$ cat src/rtl/emb_consts.vh
/*
 * Constants of the external static memory bus sequencer: reset values,
 * field widths and the quarter-clock phase counts of each bus phase.
 * Assumes one quadrature tick is one quarter of a system clock period.
 */
`ifndef EMB_CONSTS_VH
`define EMB_CONSTS_VH

// System clock period in ns
`define EMB_CLK_PERIOD_NS      5

// Widths
`define EMB_ADDR_W             16
`define EMB_DATA_W             16
`define EMB_WAIT_W             5
`define EMB_CS_W               3
`define EMB_CS_LINES           7
`define EMB_CNT_W              8

// Quadrature ticks in one system clock period
`define EMB_QUARTERS_PER_CLK   4

// Fixed phase portions, counted in quarter periods
`define EMB_WR_SETUP_BASE_Z    8'h02
`define EMB_WR_SETUP_BASE_NZ   8'h03
`define EMB_WR_STROBE_BASE_Z   8'h01
`define EMB_WR_HOLD_BASE       8'h01
`define EMB_RD_SETUP_BASE      8'h00
`define EMB_RD_STROBE_BASE     8'h04
`define EMB_RD_HOLD_BASE       8'h00

// Reset values
`define EMB_ADDR_RESET         16'h0000
`define EMB_DATA_RESET         16'h0000
`define EMB_CNT_RESET          8'h00
`define EMB_CS_NONE            3'h0

`endif

$ cat src/rtl/emb_bus_cycles.v
/*
 * External static memory bus cycle sequencer: drives address, data,
 * read and write strobes and chip selects through setup, strobe, hold
 * and dead-time phases counted in quarter system-clock ticks.
 * Assumes request and configuration inputs are synchronous to clock,
 * and that the memory meets the read access time given by the wait fields.
 */
`timescale 1ns/100ps
`include "emb_consts.vh"
module emb_bus_cycles
(
	input  wire                        clock,
	input  wire                        rst,
	input  wire                        reqValid,
	output wire                        reqReady,
	input  wire                        reqWrite,
	input  wire [`EMB_ADDR_W-1:0]      reqAddr,
	input  wire [`EMB_DATA_W-1:0]      reqData,
	input  wire [`EMB_CS_W-1:0]        reqChipSel,
	output reg  [`EMB_DATA_W-1:0]      rdData_r,
	output reg                         rdValid_r,
	input  wire [`EMB_WAIT_W-1:0]      storeWaitCount,
	input  wire [`EMB_WAIT_W-1:0]      storeSetupWait,
	input  wire [`EMB_WAIT_W-1:0]      storeHoldWait,
	input  wire [`EMB_WAIT_W-1:0]      readWaitCount,
	input  wire [`EMB_WAIT_W-1:0]      readSetupWait,
	input  wire [`EMB_WAIT_W-1:0]      readHoldWait,
	input  wire [`EMB_WAIT_W-1:0]      accessDeadtime,
	input  wire [`EMB_WAIT_W-1:0]      defaultAccessDeadtime,
	input  wire                        coreClockSourceSelect,
	input  wire                        prescalerDivOne,
	input  wire                        crystalInput,
	output reg  [`EMB_ADDR_W-1:0]      busAddr_r,
	output reg  [`EMB_DATA_W-1:0]      busDataOut_r,
	output reg                         busDataOe_r,
	input  wire [`EMB_DATA_W-1:0]      busDataIn,
	output reg                         readStrobeN_r,
	output reg                         writeStrobeN_r,
	output reg  [`EMB_CS_LINES-1:0]    chipSelN_r,
	output wire                        busBusy
);

	localparam [5:0] ST_IDLE   = 6'b000001;
	localparam [5:0] ST_START  = 6'b000010;
	localparam [5:0] ST_DEAD   = 6'b000100;
	localparam [5:0] ST_SETUP  = 6'b001000;
	localparam [5:0] ST_STROBE = 6'b010000;
	localparam [5:0] ST_HOLD   = 6'b100000;

	reg  [5:0]               state_r;
	reg  [5:0]               state_nxt;
	reg                      isWrite_r;
	reg  [`EMB_ADDR_W-1:0]   addr_r;
	reg  [`EMB_DATA_W-1:0]   data_r;
	reg  [`EMB_CS_W-1:0]     cs_r;
	reg  [`EMB_WAIT_W-1:0]   stWait_r;
	reg  [`EMB_WAIT_W-1:0]   stSetup_r;
	reg  [`EMB_WAIT_W-1:0]   stHold_r;
	reg  [`EMB_WAIT_W-1:0]   rdWait_r;
	reg  [`EMB_WAIT_W-1:0]   rdSetup_r;
	reg  [`EMB_WAIT_W-1:0]   rdHold_r;
	reg  [`EMB_WAIT_W-1:0]   dead_r;
	reg                      needDead_r;
	reg                      lastRead_r;
	reg  [`EMB_CS_W-1:0]     lastCs_r;
	reg                      timerLoad;
	reg  [`EMB_CNT_W-1:0]    timerValue;
	reg                      launch;
	reg                      enterStrobe;
	wire                     tick;
	wire                     timerDone;
	wire                     accept;
	wire                     chainOk;
	wire                     startNew;
	wire [`EMB_WAIT_W-1:0]   deadField;
	wire [`EMB_CNT_W-1:0]    setupQ;
	wire [`EMB_CNT_W-1:0]    strobeQ;
	wire [`EMB_CNT_W-1:0]    holdQ;
	wire [`EMB_CNT_W-1:0]    deadQ;
	wire [`EMB_CNT_W-1:0]    chainStrobeQ;

	// Wait field in quarter ticks
	function [`EMB_CNT_W-1:0] quarters;
		input [`EMB_WAIT_W-1:0] field;
		begin
			quarters = {1'b0, field, 2'b00};
		end
	endfunction

	// One-hot active-low select decode; select zero drives none
	function [`EMB_CS_LINES-1:0] csDecode;
		input [`EMB_CS_W-1:0] sel;
		integer i;
		begin
			csDecode = {`EMB_CS_LINES{1'b1}};
			for (i = 0; i < `EMB_CS_LINES; i = i + 1)
				if (sel == i[`EMB_CS_W-1:0] + 3'h1)
					csDecode[i] = 1'b0;
		end
	endfunction

	emb_quad_tick u_tick
	(
		.clock        (clock),
		.rst          (rst),
		.crystalInput (crystalInput),
		.bypassMode   (coreClockSourceSelect & prescalerDivOne),
		.tick         (tick)
	);

	emb_phase_timer #(.WIDTH(`EMB_CNT_W)) u_timer
	(
		.clock (clock),
		.rst   (rst),
		.load  (timerLoad),
		.value (timerValue),
		.tick  (tick),
		.done  (timerDone)
	);

	// Phase lengths from the fields latched at cycle start; the chained read strobe from readWaitCount as the request is taken
	assign setupQ = isWrite_r ?
		(((stWait_r == 5'h00) ? `EMB_WR_SETUP_BASE_Z : `EMB_WR_SETUP_BASE_NZ)
		+ quarters(stSetup_r)) :
		(`EMB_RD_SETUP_BASE + quarters(rdSetup_r));
	assign strobeQ = isWrite_r ?
		((stWait_r == 5'h00) ? `EMB_WR_STROBE_BASE_Z : {3'b000, stWait_r} * 8'h04) :
		(`EMB_RD_STROBE_BASE + quarters(rdWait_r));
	assign holdQ = isWrite_r ? (`EMB_WR_HOLD_BASE + quarters(stHold_r)) :
		(`EMB_RD_HOLD_BASE + quarters(rdHold_r));
	assign deadQ = quarters(dead_r);
	assign chainStrobeQ = `EMB_RD_STROBE_BASE + quarters(readWaitCount);

	// Unmapped accesses take the default dead time
	assign deadField = (reqChipSel == `EMB_CS_NONE) ? defaultAccessDeadtime : accessDeadtime;

	// Back-to-back reads on the same select keep the strobe low when the read setup and hold fields are zero
	assign chainOk = !isWrite_r && !reqWrite && (rdSetup_r == 5'h00) && (rdHold_r == 5'h00)
		&& (readSetupWait == 5'h00) && (reqChipSel == cs_r);
	assign reqReady = (state_r == ST_IDLE) || ((state_r == ST_STROBE) && timerDone && chainOk);
	assign accept = reqValid && reqReady;
	assign startNew = accept && (state_r == ST_IDLE);
	assign busBusy = (state_r != ST_IDLE);

	always @*
	begin
		state_nxt = state_r;
		timerLoad = 1'b0;
		timerValue = `EMB_CNT_RESET;
		launch = 1'b0;
		enterStrobe = 1'b0;
		case (state_r)
			ST_IDLE:
			begin
				if (startNew)
					state_nxt = ST_START;
			end
			ST_START:
			begin
				if (needDead_r)
				begin
					state_nxt = ST_DEAD;
					timerLoad = 1'b1;
					timerValue = deadQ;
				end
				else
					launch = 1'b1;
			end
			ST_DEAD:
			begin
				if (timerDone)
					launch = 1'b1;
			end
			ST_SETUP:
			begin
				if (timerDone)
					enterStrobe = 1'b1;
			end
			ST_STROBE:
			begin
				if (timerDone)
				begin
					if (accept)
					begin
						timerLoad = 1'b1;
						timerValue = chainStrobeQ;
					end
					else if (holdQ != `EMB_CNT_RESET)
					begin
						state_nxt = ST_HOLD;
						timerLoad = 1'b1;
						timerValue = holdQ;
					end
					else
						state_nxt = ST_IDLE;
				end
			end
			ST_HOLD:
			begin
				if (timerDone)
					state_nxt = ST_IDLE;
			end
			default:
				state_nxt = ST_IDLE;
		endcase
		if (launch)
		begin
			if (setupQ != `EMB_CNT_RESET)
			begin
				state_nxt = ST_SETUP;
				timerLoad = 1'b1;
				timerValue = setupQ;
			end
			else
				enterStrobe = 1'b1;
		end
		if (enterStrobe)
		begin
			state_nxt = ST_STROBE;
			timerLoad = 1'b1;
			timerValue = strobeQ;
		end
	end

	always @(posedge clock)
	begin
		if (rst)
		begin
			state_r        <= ST_IDLE;
			isWrite_r      <= 1'b0;
			addr_r         <= `EMB_ADDR_RESET;
			data_r         <= `EMB_DATA_RESET;
			cs_r           <= `EMB_CS_NONE;
			stWait_r       <= 5'h00;
			stSetup_r      <= 5'h00;
			stHold_r       <= 5'h00;
			rdWait_r       <= 5'h00;
			rdSetup_r      <= 5'h00;
			rdHold_r       <= 5'h00;
			dead_r         <= 5'h00;
			needDead_r     <= 1'b0;
			lastRead_r     <= 1'b0;
			lastCs_r       <= `EMB_CS_NONE;
			rdData_r       <= `EMB_DATA_RESET;
			rdValid_r      <= 1'b0;
			busAddr_r      <= `EMB_ADDR_RESET;
			busDataOut_r   <= `EMB_DATA_RESET;
			busDataOe_r    <= 1'b0;
			readStrobeN_r  <= 1'b1;
			writeStrobeN_r <= 1'b1;
			chipSelN_r     <= {`EMB_CS_LINES{1'b1}};
		end
		else
		begin
			state_r   <= state_nxt;
			rdValid_r <= 1'b0;
			// Fields are latched only when a cycle starts
			if (accept)
			begin
				isWrite_r  <= reqWrite;
				addr_r     <= reqAddr;
				data_r     <= reqData;
				cs_r       <= reqChipSel;
				stWait_r   <= storeWaitCount;
				stSetup_r  <= storeSetupWait;
				stHold_r   <= storeHoldWait;
				rdWait_r   <= readWaitCount;
				rdSetup_r  <= readSetupWait;
				rdHold_r   <= readHoldWait;
				dead_r     <= deadField;
				needDead_r <= lastRead_r && (reqChipSel != lastCs_r)
					&& (deadField != 5'h00);
			end
			// Address pins change only when a bus access drives them
			if (launch)
			begin
				busAddr_r    <= addr_r;
				chipSelN_r   <= csDecode(cs_r);
				busDataOut_r <= data_r;
				busDataOe_r  <= isWrite_r;
			end
			if (enterStrobe)
			begin
				readStrobeN_r  <= isWrite_r;
				writeStrobeN_r <= !isWrite_r;
			end
			if ((state_r == ST_STROBE) && timerDone)
			begin
				if (!isWrite_r)
				begin
					rdData_r  <= busDataIn;
					rdValid_r <= 1'b1;
				end
				if (accept)
					busAddr_r <= reqAddr;
				else
				begin
					readStrobeN_r  <= 1'b1;
					writeStrobeN_r <= 1'b1;
				end
			end
			// Data drive and select end together when the access ends; the address keeps its value
			if ((state_nxt == ST_IDLE) && (state_r != ST_IDLE))
			begin
				busDataOe_r <= 1'b0;
				chipSelN_r  <= {`EMB_CS_LINES{1'b1}};
				lastRead_r  <= !isWrite_r;
				lastCs_r    <= cs_r;
			end
		end
	end

endmodule // emb_bus_cycles

$ cat src/rtl/emb_phase_timer.v
/*
 * Down counter timing one bus phase in quadrature ticks.
 * Assumes load is a one-cycle pulse and value is nonzero when loaded.
 */
`timescale 1ns/100ps
`include "emb_consts.vh"
module emb_phase_timer
#(
	parameter WIDTH = 8
)
(
	input  wire             clock,
	input  wire             rst,
	input  wire             load,
	input  wire [WIDTH-1:0] value,
	input  wire             tick,
	output wire             done
);

	reg [WIDTH-1:0] count_r;

	always @(posedge clock)
	begin
		if (rst)
			count_r <= {WIDTH{1'b0}};
		else if (load)
			count_r <= value;
		else if (tick && (count_r != {WIDTH{1'b0}}))
			count_r <= count_r - {{(WIDTH-1){1'b0}}, 1'b1};
	end

	assign done = tick && (count_r == {{(WIDTH-1){1'b0}}, 1'b1});

endmodule // emb_phase_timer

$ cat src/rtl/emb_quad_tick.v
/*
 * Quadrature tick generator for the bus sequencer.
 * Assumes crystalInput is synchronous to clock; in bypass mode each
 * crystal edge, rising or falling, is one quarter-period tick.
 */
`timescale 1ns/100ps
module emb_quad_tick
(
	input  wire clock,
	input  wire rst,
	input  wire crystalInput,
	input  wire bypassMode,
	output wire tick
);

	reg crystalLast_r;

	always @(posedge clock)
	begin
		if (rst)
			crystalLast_r <= 1'b0;
		else
			crystalLast_r <= crystalInput;
	end

	// Both crystal edges make ticks when the prescaler is bypassed
	assign tick = bypassMode ? (crystalInput ^ crystalLast_r) : 1'b1;

endmodule // emb_quad_tick

$ cat config.mk
export PLATFORM = sky130hd
export DESIGN_NAME = emb_bus_cycles
export DESIGN_NICKNAME = d
export VERILOG_FILES = /design/src/rtl/emb_bus_cycles.v /design/src/rtl/emb_phase_timer.v /design/src/rtl/emb_quad_tick.v
export VERILOG_INCLUDE_DIRS = /design/src /design/src/rtl
export SDC_FILE = /design/constraint.sdc
export NUM_CORES = 1
export LEC_CHECK = 0
export BUFFER_PORTS_ARGS = -buffer_cell sky130_fd_sc_hd__buf_2
export CAP_MARGIN = 20
export CORE_ASPECT_RATIO = 0.5
export CORE_MARGIN = 2
export CORE_UTILIZATION = 53
export CTS_CLUSTER_DIAMETER = 40
export CTS_CLUSTER_SIZE = 12
export DETAILED_ROUTE_END_ITERATION = 8
export PLACE_DENSITY = 0.89
export SLEW_MARGIN = 40
export SYNTH_ARGS = -nofsm -noshare
export SYNTH_HDL_FRONTEND = slang
export SYNTH_HIERARCHICAL = 1
export SYNTH_SLANG_ARGS = --single-unit
$ cat constraint.sdc
create_clock -name clock -period 4.2 [get_ports clock]
set_input_delay 0.42 -clock clock [delete_from_list [all_inputs] [get_ports clock]]
set_output_delay 0.42 -clock clock [all_outputs]
set_load 0.03 [all_outputs]
== Yosys cells after proc, flatten, opt, wreduce, memory -nomap -nowiden ==
Cells that the tools add are included.
Word-level totals
  register bits after elaboration: 150
  bits of input ports: 98
  output and inout port bits: 61
Operators by class
  bitwise operators: 4
  multiplexer cells: 58
  reduce and logical (&&, ||, !) cells: 31
  add/subtract/negate cells: 5
  equality and inequality tests: 18
Operator list (count)
  $mux W8: 11
  $mux W6: 9
  $mux W16: 3
  $pmux W6 S5: 1
  $mux W1: 28
  $reduce_bool A8 Y1: 3
  $logic_not A5 Y1: 4
  $add A3 B7 Y8 const A: 2
  $pmux W8 S2: 1
  $logic_and A1 B1 Y1: 14
  $mux W7: 2
  $eq A3 B3 Y1 const B: 4
  $eq A6 B1 Y1 const B: 2
  $add A1 B7 Y8 const A: 1
  $add A2 B7 Y8: 1
  $eq A8 B1 Y1 const B: 1
  $sub A8 B1 Y8 const B: 1
  $eq A3 B2 Y1 const B: 2
  $eq A6 B2 Y1 const B: 1
  $eq A6 B3 Y1 const B: 1
  $eq A6 B4 Y1 const B: 1
  $eq A6 B5 Y1 const B: 1
  $eq A6 B6 Y1 const B: 1
  $ne A6 B1 Y1 const B: 1
  other kinds (15): 20

== Logic depth before layout (Yosys ltp) ==
  word-level depth: 18
  depth in mapped cells: 15
  mapped depth without buffers: 12

== By module ==
Netlist, hierarchy kept.
Modules (own cells, without submodules)
  emb_bus_cycles: times used 1, sequential area each 2822.7 um^2, cells an instance 777, area each 6222.2 um^2
  emb_phase_timer: times used 1, sequential area each 160.2 um^2, cells an instance 71, area each 581.8 um^2
  emb_quad_tick: times used 1, sequential area each 20.0 um^2, cells an instance 4, area each 38.8 um^2

== Worst setup path before layout ==
OpenSTA, ideal clock, no wires.
  path type: register -> register
  from: reg u_timer.count_r[2]
  to: reg u_timer.count_r[3]
  arrival: 3076 ps
  stages on the path, launching flop included: 13
  setup slack: 1009 ps
  data required time: 4085 ps
  buffers on the path: 3
  library setup time: 115 ps
  period minus slack after synthesis: 3191 ps
  cell sequence: dfxtp_1 -> or4_1 -> buf_2 -> nor4_1 -> clkbuf_1 -> and3_1 -> and4_1 -> o21ai_1 -> a21oi_1 -> or3_1 -> clkbuf_1 -> nor2_1 -> a2111oi_0
On the way
  word-level cells in the longest chain between the ends: 13
  elaborated cells on any way between the ends: 29
  those cells by class: 1 x add/sub; 1 x eq/ne; 19 x mux; 8 x reduce/logical
RTL lines
  start, declared: line emb_phase_timer.v:20  | reg [WIDTH-1:0] count_r;
  start signal, assigned: line emb_phase_timer.v:25  | count_r <= {WIDTH{1'b0}};
  start signal, assigned: line emb_phase_timer.v:27  | count_r <= value;
  start signal, assigned: line emb_phase_timer.v:29  | count_r <= count_r - {{(WIDTH-1){1'b0}}, 1'b1};
  $eq A8 B1 Y1 *: line emb_phase_timer.v:32  | assign done = tick && (count_r == {{(WIDTH-1){1'b0}}, 1'b1});
  $logic_and A1 B1 Y1 *: line emb_phase_timer.v:32
  net timerDone: line emb_bus_cycles.v:71  | wire timerDone;
  $logic_and A1 B1 Y1 (2 in series): line emb_bus_cycles.v:140  | assign reqReady = (state_r == ST_IDLE) || ((state_r == ST_STROBE) && timerDone && chainOk);
  $logic_or A1 B1 Y1: line emb_bus_cycles.v:140
  $logic_and A1 B1 Y1: line emb_bus_cycles.v:141  | assign accept = reqValid && reqReady;
  $mux W1: line emb_bus_cycles.v:183  | if (accept)
  $mux W1: line emb_bus_cycles.v:181  | if (timerDone)
  $pmux W1 S2: line emb_bus_cycles.v:152  | case (state_r)
  $mux W1: line emb_bus_cycles.v:208  | if (setupQ != `EMB_CNT_RESET)
  $mux W1: line emb_bus_cycles.v:206  | if (launch)
  $mux W1 *: line emb_bus_cycles.v:217  | if (enterStrobe)
  net timerLoad: line emb_bus_cycles.v:66  | reg timerLoad;
  $mux W8 or $reduce_bool A2 Y1 (tied branches)
Mark *: on every way through the listed nets, which the timed path passes. The rest lies on a longest branch. The select of a mux whose other input is x is not followed.
A chain may end at the register's enable or synchronous reset.

== Final worst setup path ==
  from: reg u_timer.count_r[2]
  to: reg u_timer.count_r[4]
The elaborated chain is that of the path after synthesis.

==> results.txt <==
The time the worst path needs with I/O delays and setup came out at 3.73 ns. The number of buffers added by the clock tree synthesis step came out at 17. The antenna cell count came out at 0. After floorplanning, the core was sized to cover 12600 sq um. The standby leakage power came out at 3.25 nW.

The count of nets after finishing is ~1100. The first global-routing pass estimated 29.2 mm of wire. The library cell with the highest instance count after synthesis is sky130_fd_sc_hd__nand2_1. The largest driver fanout on the critical path came out at 14.

The initial antenna violation count is 0. After clock tree synthesis, the setup repair step added 0 buffers. The clock passes through at most 2 buffers. The final estimated routing congestion in global placement is 0.924.

The setup path with the least slack is of type reg -> reg. The power density normalized to cell area is approximately 460 nW/um^2. The first TritonRoute pass finished after 6 iterations. The number of distinct library cells after synthesis came out at slightly above 60. The number of buffers inserted for hold repair after clock tree synthesis is 0.

The final-layout fill cell count is 1016. Across all hold checks on the routed design, the worst slack comes to ~0.24 ns. The tightest min-delay check is of the in -> reg type.

The critical path arrival came out at 4.02 ns. The count of antenna-violating nets left after detailed routing came out at 0. In the routed design, unresolved DRC markers number 0. In this run the critical register-to-register path is launched from u_timer/count_r[2]$_SDFFE_PP0P_. The pin count of the biggest net entering global routing is 78. The worst slew margin relative to its limit is 0.469. Clock-pin slew was measured on the worst setup and hold paths at 0.07 ns. The dominant combinational cell family by area after synthesis is simple AND/OR/NAND/NOR gates.

The number of enable-type register cells in the synthesized netlist is 0. Counting instances in the post-synthesis netlist gives the leading cell types as 247 x sky130_fd_sc_hd__nand2_1, 150 x sky130_fd_sc_hd__dfxtp_1, 108 x sky130_fd_sc_hd__a21oi_1, 48 x sky130_fd_sc_hd__nor2_1, 43 x sky130_fd_sc_hd__clkbuf_1. The post-synthesis cell count came out at between 800 and 900. In the post-synthesis netlist, the biggest area contributors are sky130_fd_sc_hd__dfxtp_1 44%, sky130_fd_sc_hd__nand2_1 14%, sky130_fd_sc_hd__a21oi_1 7.9%. The insertion delay of the later-clocked pin in the worst-skew pair came out at ~0.4 ns. The final number of hold-violating endpoints is 0.

The total via count after detailed routing came out at 6630. The floorplan step set the die width to 165 um. The minimum setup slack among reg-to-reg paths came out at between 0.4 and 0.5 ns.

For this run, asynchronously set or reset flops after synthesis account for 0. The sink count of the clock tree came out at 150. The overall global routing resource usage is 0.260. The xor/xnor cell area share of the yosys netlist is 0.0179.

In this run the tool buffered the top-level ports with 158 buffer cells. The actual slew at the worst max-slew pin is 0.796 ns. The area of the multi-input gates came out at 3530 sq um. The number of H-tree branching levels is 4. The number of failing setup endpoints in the final timing report came out at 0. The synthesized design spends more area on one cell type than any other, namely sky130_fd_sc_hd__dfxtp_1. The number of global-route vias before repair was slightly above 6000.

The number of max-cap violations came out at 0. The placed wire-length estimate came out at 12.3 mm. Timing analysis after detailed placement gives a worst setup slack of 0.520 ns. TritonCTS built the clock tree.

The number of instances resized during post-cts repair is 0. The worst hold endpoint is rdData_r[14]$_SDFFE_PP0P_. The portion of synthesized cell area occupied by the leading cell type is 0.439. The register area share after synthesis is 0.439. The overall routed net length is about 18 mm. The synthesized-area fraction occupied by ao, oa, aoi and oai cells came out at 0.197.

In the finished design, the share of the clock period the worst path needs comes to 0.887. Among all flip-flop cells after synthesis, the most frequent one is sky130_fd_sc_hd__dfxtp_1. The mean routed wirelength per cell is 15.6 um.

The multiplexer share of the synthesized area is 0.0263. The initial utilization of the core area, before any placement, comes to 0.542. The DRC violation total after the first TritonRoute iteration came out at 608. The clock root buffer is sky130_fd_sc_hd__clkbuf_16. The number of rows in the core area came out at 29. In this run the vertical extent of the chip is between 80 and 90 um. Static timing analysis puts the maximum clock frequency at 268 MHz. The detail-routed via count per cell came out at 5.73. The synthesized area per cell is 8.03 sq um. For this design the top-level I/O count stands at 159. Across all setup checks in the final design, the least slack found is approximately 0.47 ns. The max-slew violation count is 0. The area growth from synthesis to layout came out at 20.2%.

For this run, the number of standard cells in the final layout without fillers is roughly 1200. The type of element launching the critical path is a flop. The number of placed instances, taps included is 1127. The sum of overflow across all layers after global routing came out at 0. The worst hold path depth is 3. The share of synthesized cell area in full adder, half adder and majority cells is 0.00914. The fraction of final layout cells with drive strength greater than 1 is 0.249. After layout, the design draws a total of about 3.8 mW. The die footprint is between 10000 and 15000 sq um. The number of nets in the synthesized netlist is 955. The endpoint identified for the worst register-to-register timing path is u_timer/count_r[4]$_SDFFE_PP0P_. STA classifies the critical path endpoint as a flop. The largest vdd supply drop came out at 0.297 mV.

The depth of the worst register-to-register path came out at 10. In this run the most critical hold path is launched from busDataIn[14]. The simple-gate share of the synthesized area is 0.263. Setup repair after global routing left no endpoint under its margin.

In the final timing run, aggregate negative setup slack is 0 ns. The yosys synthesis warning count came out at 6. The synthesized flop and latch total came out at 150.

Clock skew on the completed layout was measured at 0.0103 ns. The summed instance area of the synthesized netlist is around 7000 sq um. The sequential standard cell area is 3000 sq um. The flow ran to the end, and the final reports show no timing, DRC or antenna violations. The worst endpoint required time is about 4.5 ns.
how the worst max path moves through the flow:
stage,slack (ns),end,from,cells after the start
after floorplan,1.01,u_timer/count_r[3]$_SDFFE_PP0P_,u_timer/count_r[2]$_SDFFE_PP0P_,12
after global placement,0.70,u_timer/count_r[4]$_SDFFE_PP0P_,u_timer/count_r[2]$_SDFFE_PP0P_,10
after detailed placement,0.52,u_timer/count_r[5]$_SDFFE_PP0P_,u_timer/count_r[2]$_SDFFE_PP0P_,10
after CTS,0.50,u_timer/count_r[5]$_SDFFE_PP0P_,u_timer/count_r[2]$_SDFFE_PP0P_,10
after global routing,0.06,u_timer/count_r[5]$_SDFFE_PP0P_,u_timer/count_r[2]$_SDFFE_PP0P_,10
final,0.47,u_timer/count_r[4]$_SDFFE_PP0P_,u_timer/count_r[2]$_SDFFE_PP0P_,10
flip-flops by register name, summed over array words and instances, names as in the netlist, 5 cells and up:
name and count:
stWait_r 5, rdSetup_r 5, busAddr_r 16, rdData_r 16, rdHold_r 5, state_r 6, chipSelN_r 7, rdWait_r 5
addr_r 16, data_r 16, u_timer/count_r 8, busDataOut_r 16, dead_r 5, stSetup_r 5, stHold_r 5
through the flow:
stage	cell area, sq um	util
floorplan	6840	-
global placement	7650	0.606
detailed placement	7660	0.606
CTS	8220	0.651
global route	8220	0.651
finish	8220	0.651
power by group:
part	leakage (nW)	internal, mW	switching (mW)
clock	0.273	0.872	0.594
combinational	1.76	0.265	0.420
sequential	1.22	1.52	0.0981
kinds of logic (layout without fill, tap and decap cells):
family	count (synthesis)	count (layout)
adders and majority gates	5	5
buffers and inverters	74	210
DFF	150	150
muxes	17	17
xor gates and xnor gates	14	14
AOI/OAI and AO/OA	196	196
and+or+nand+nor	396	396
critical path, stage by stage (launching register included):
cell and delay (ns):
sky130_fd_sc_hd__dfxtp_1 0.37, sky130_fd_sc_hd__or4_1 0.70, sky130_fd_sc_hd__nor4_1 0.43, sky130_fd_sc_hd__and3_1 0.33
sky130_fd_sc_hd__and4_1 0.28, sky130_fd_sc_hd__o21ai_4 0.07, sky130_fd_sc_hd__a21oi_1 0.13, sky130_fd_sc_hd__or3_1 0.41
sky130_fd_sc_hd__clkinv_1 0.34, sky130_fd_sc_hd__o2111a_1 0.21, sky130_fd_sc_hd__a2111oi_0 0.33
layer usage:
metal	track usage	share of wire	up-vias
li1	-	-	3188
met1	0.337	0.44	3110
met2	0.432	0.47	287
met3	0.0519	0.068	45
met4	0.0941	0.022	0
met5	0	0	-
layout make-up:
class | count | share of cell area
Timing Repair Buffer | 170 | 0.107
Tap cell | 170 | 0.0259
Multi-Input combinational cell | 628 | 0.429
Inverter | 9 | 0.00411
Clock buffer | 19 | 0.0526
Sequential cell | 150 | 0.365
Clock inverter | 12 | 0.0158
cells in the final DEF (no fill, tap or decap), types with 8 or more instances in the layout:
master / n
sky130_fd_sc_hd__nor2_1: 47
sky130_fd_sc_hd__nor2b_1: 10
sky130_fd_sc_hd__buf_4: 13
sky130_fd_sc_hd__nand2_1: 247
sky130_fd_sc_hd__a311oi_2: 16
sky130_fd_sc_hd__dfxtp_1: 150
sky130_fd_sc_hd__buf_2: 157
sky130_fd_sc_hd__clkbuf_16: 17
sky130_fd_sc_hd__a21oi_1: 108
sky130_fd_sc_hd__mux2i_1: 9
sky130_fd_sc_hd__nand3_1: 11
sky130_fd_sc_hd__nand3b_1: 11
sky130_fd_sc_hd__mux2_2: 8
sky130_fd_sc_hd__nand2b_1: 9
sky130_fd_sc_hd__nor3_1: 10
sky130_fd_sc_hd__o21ai_0: 20
(Power assumes the default switching activity.)
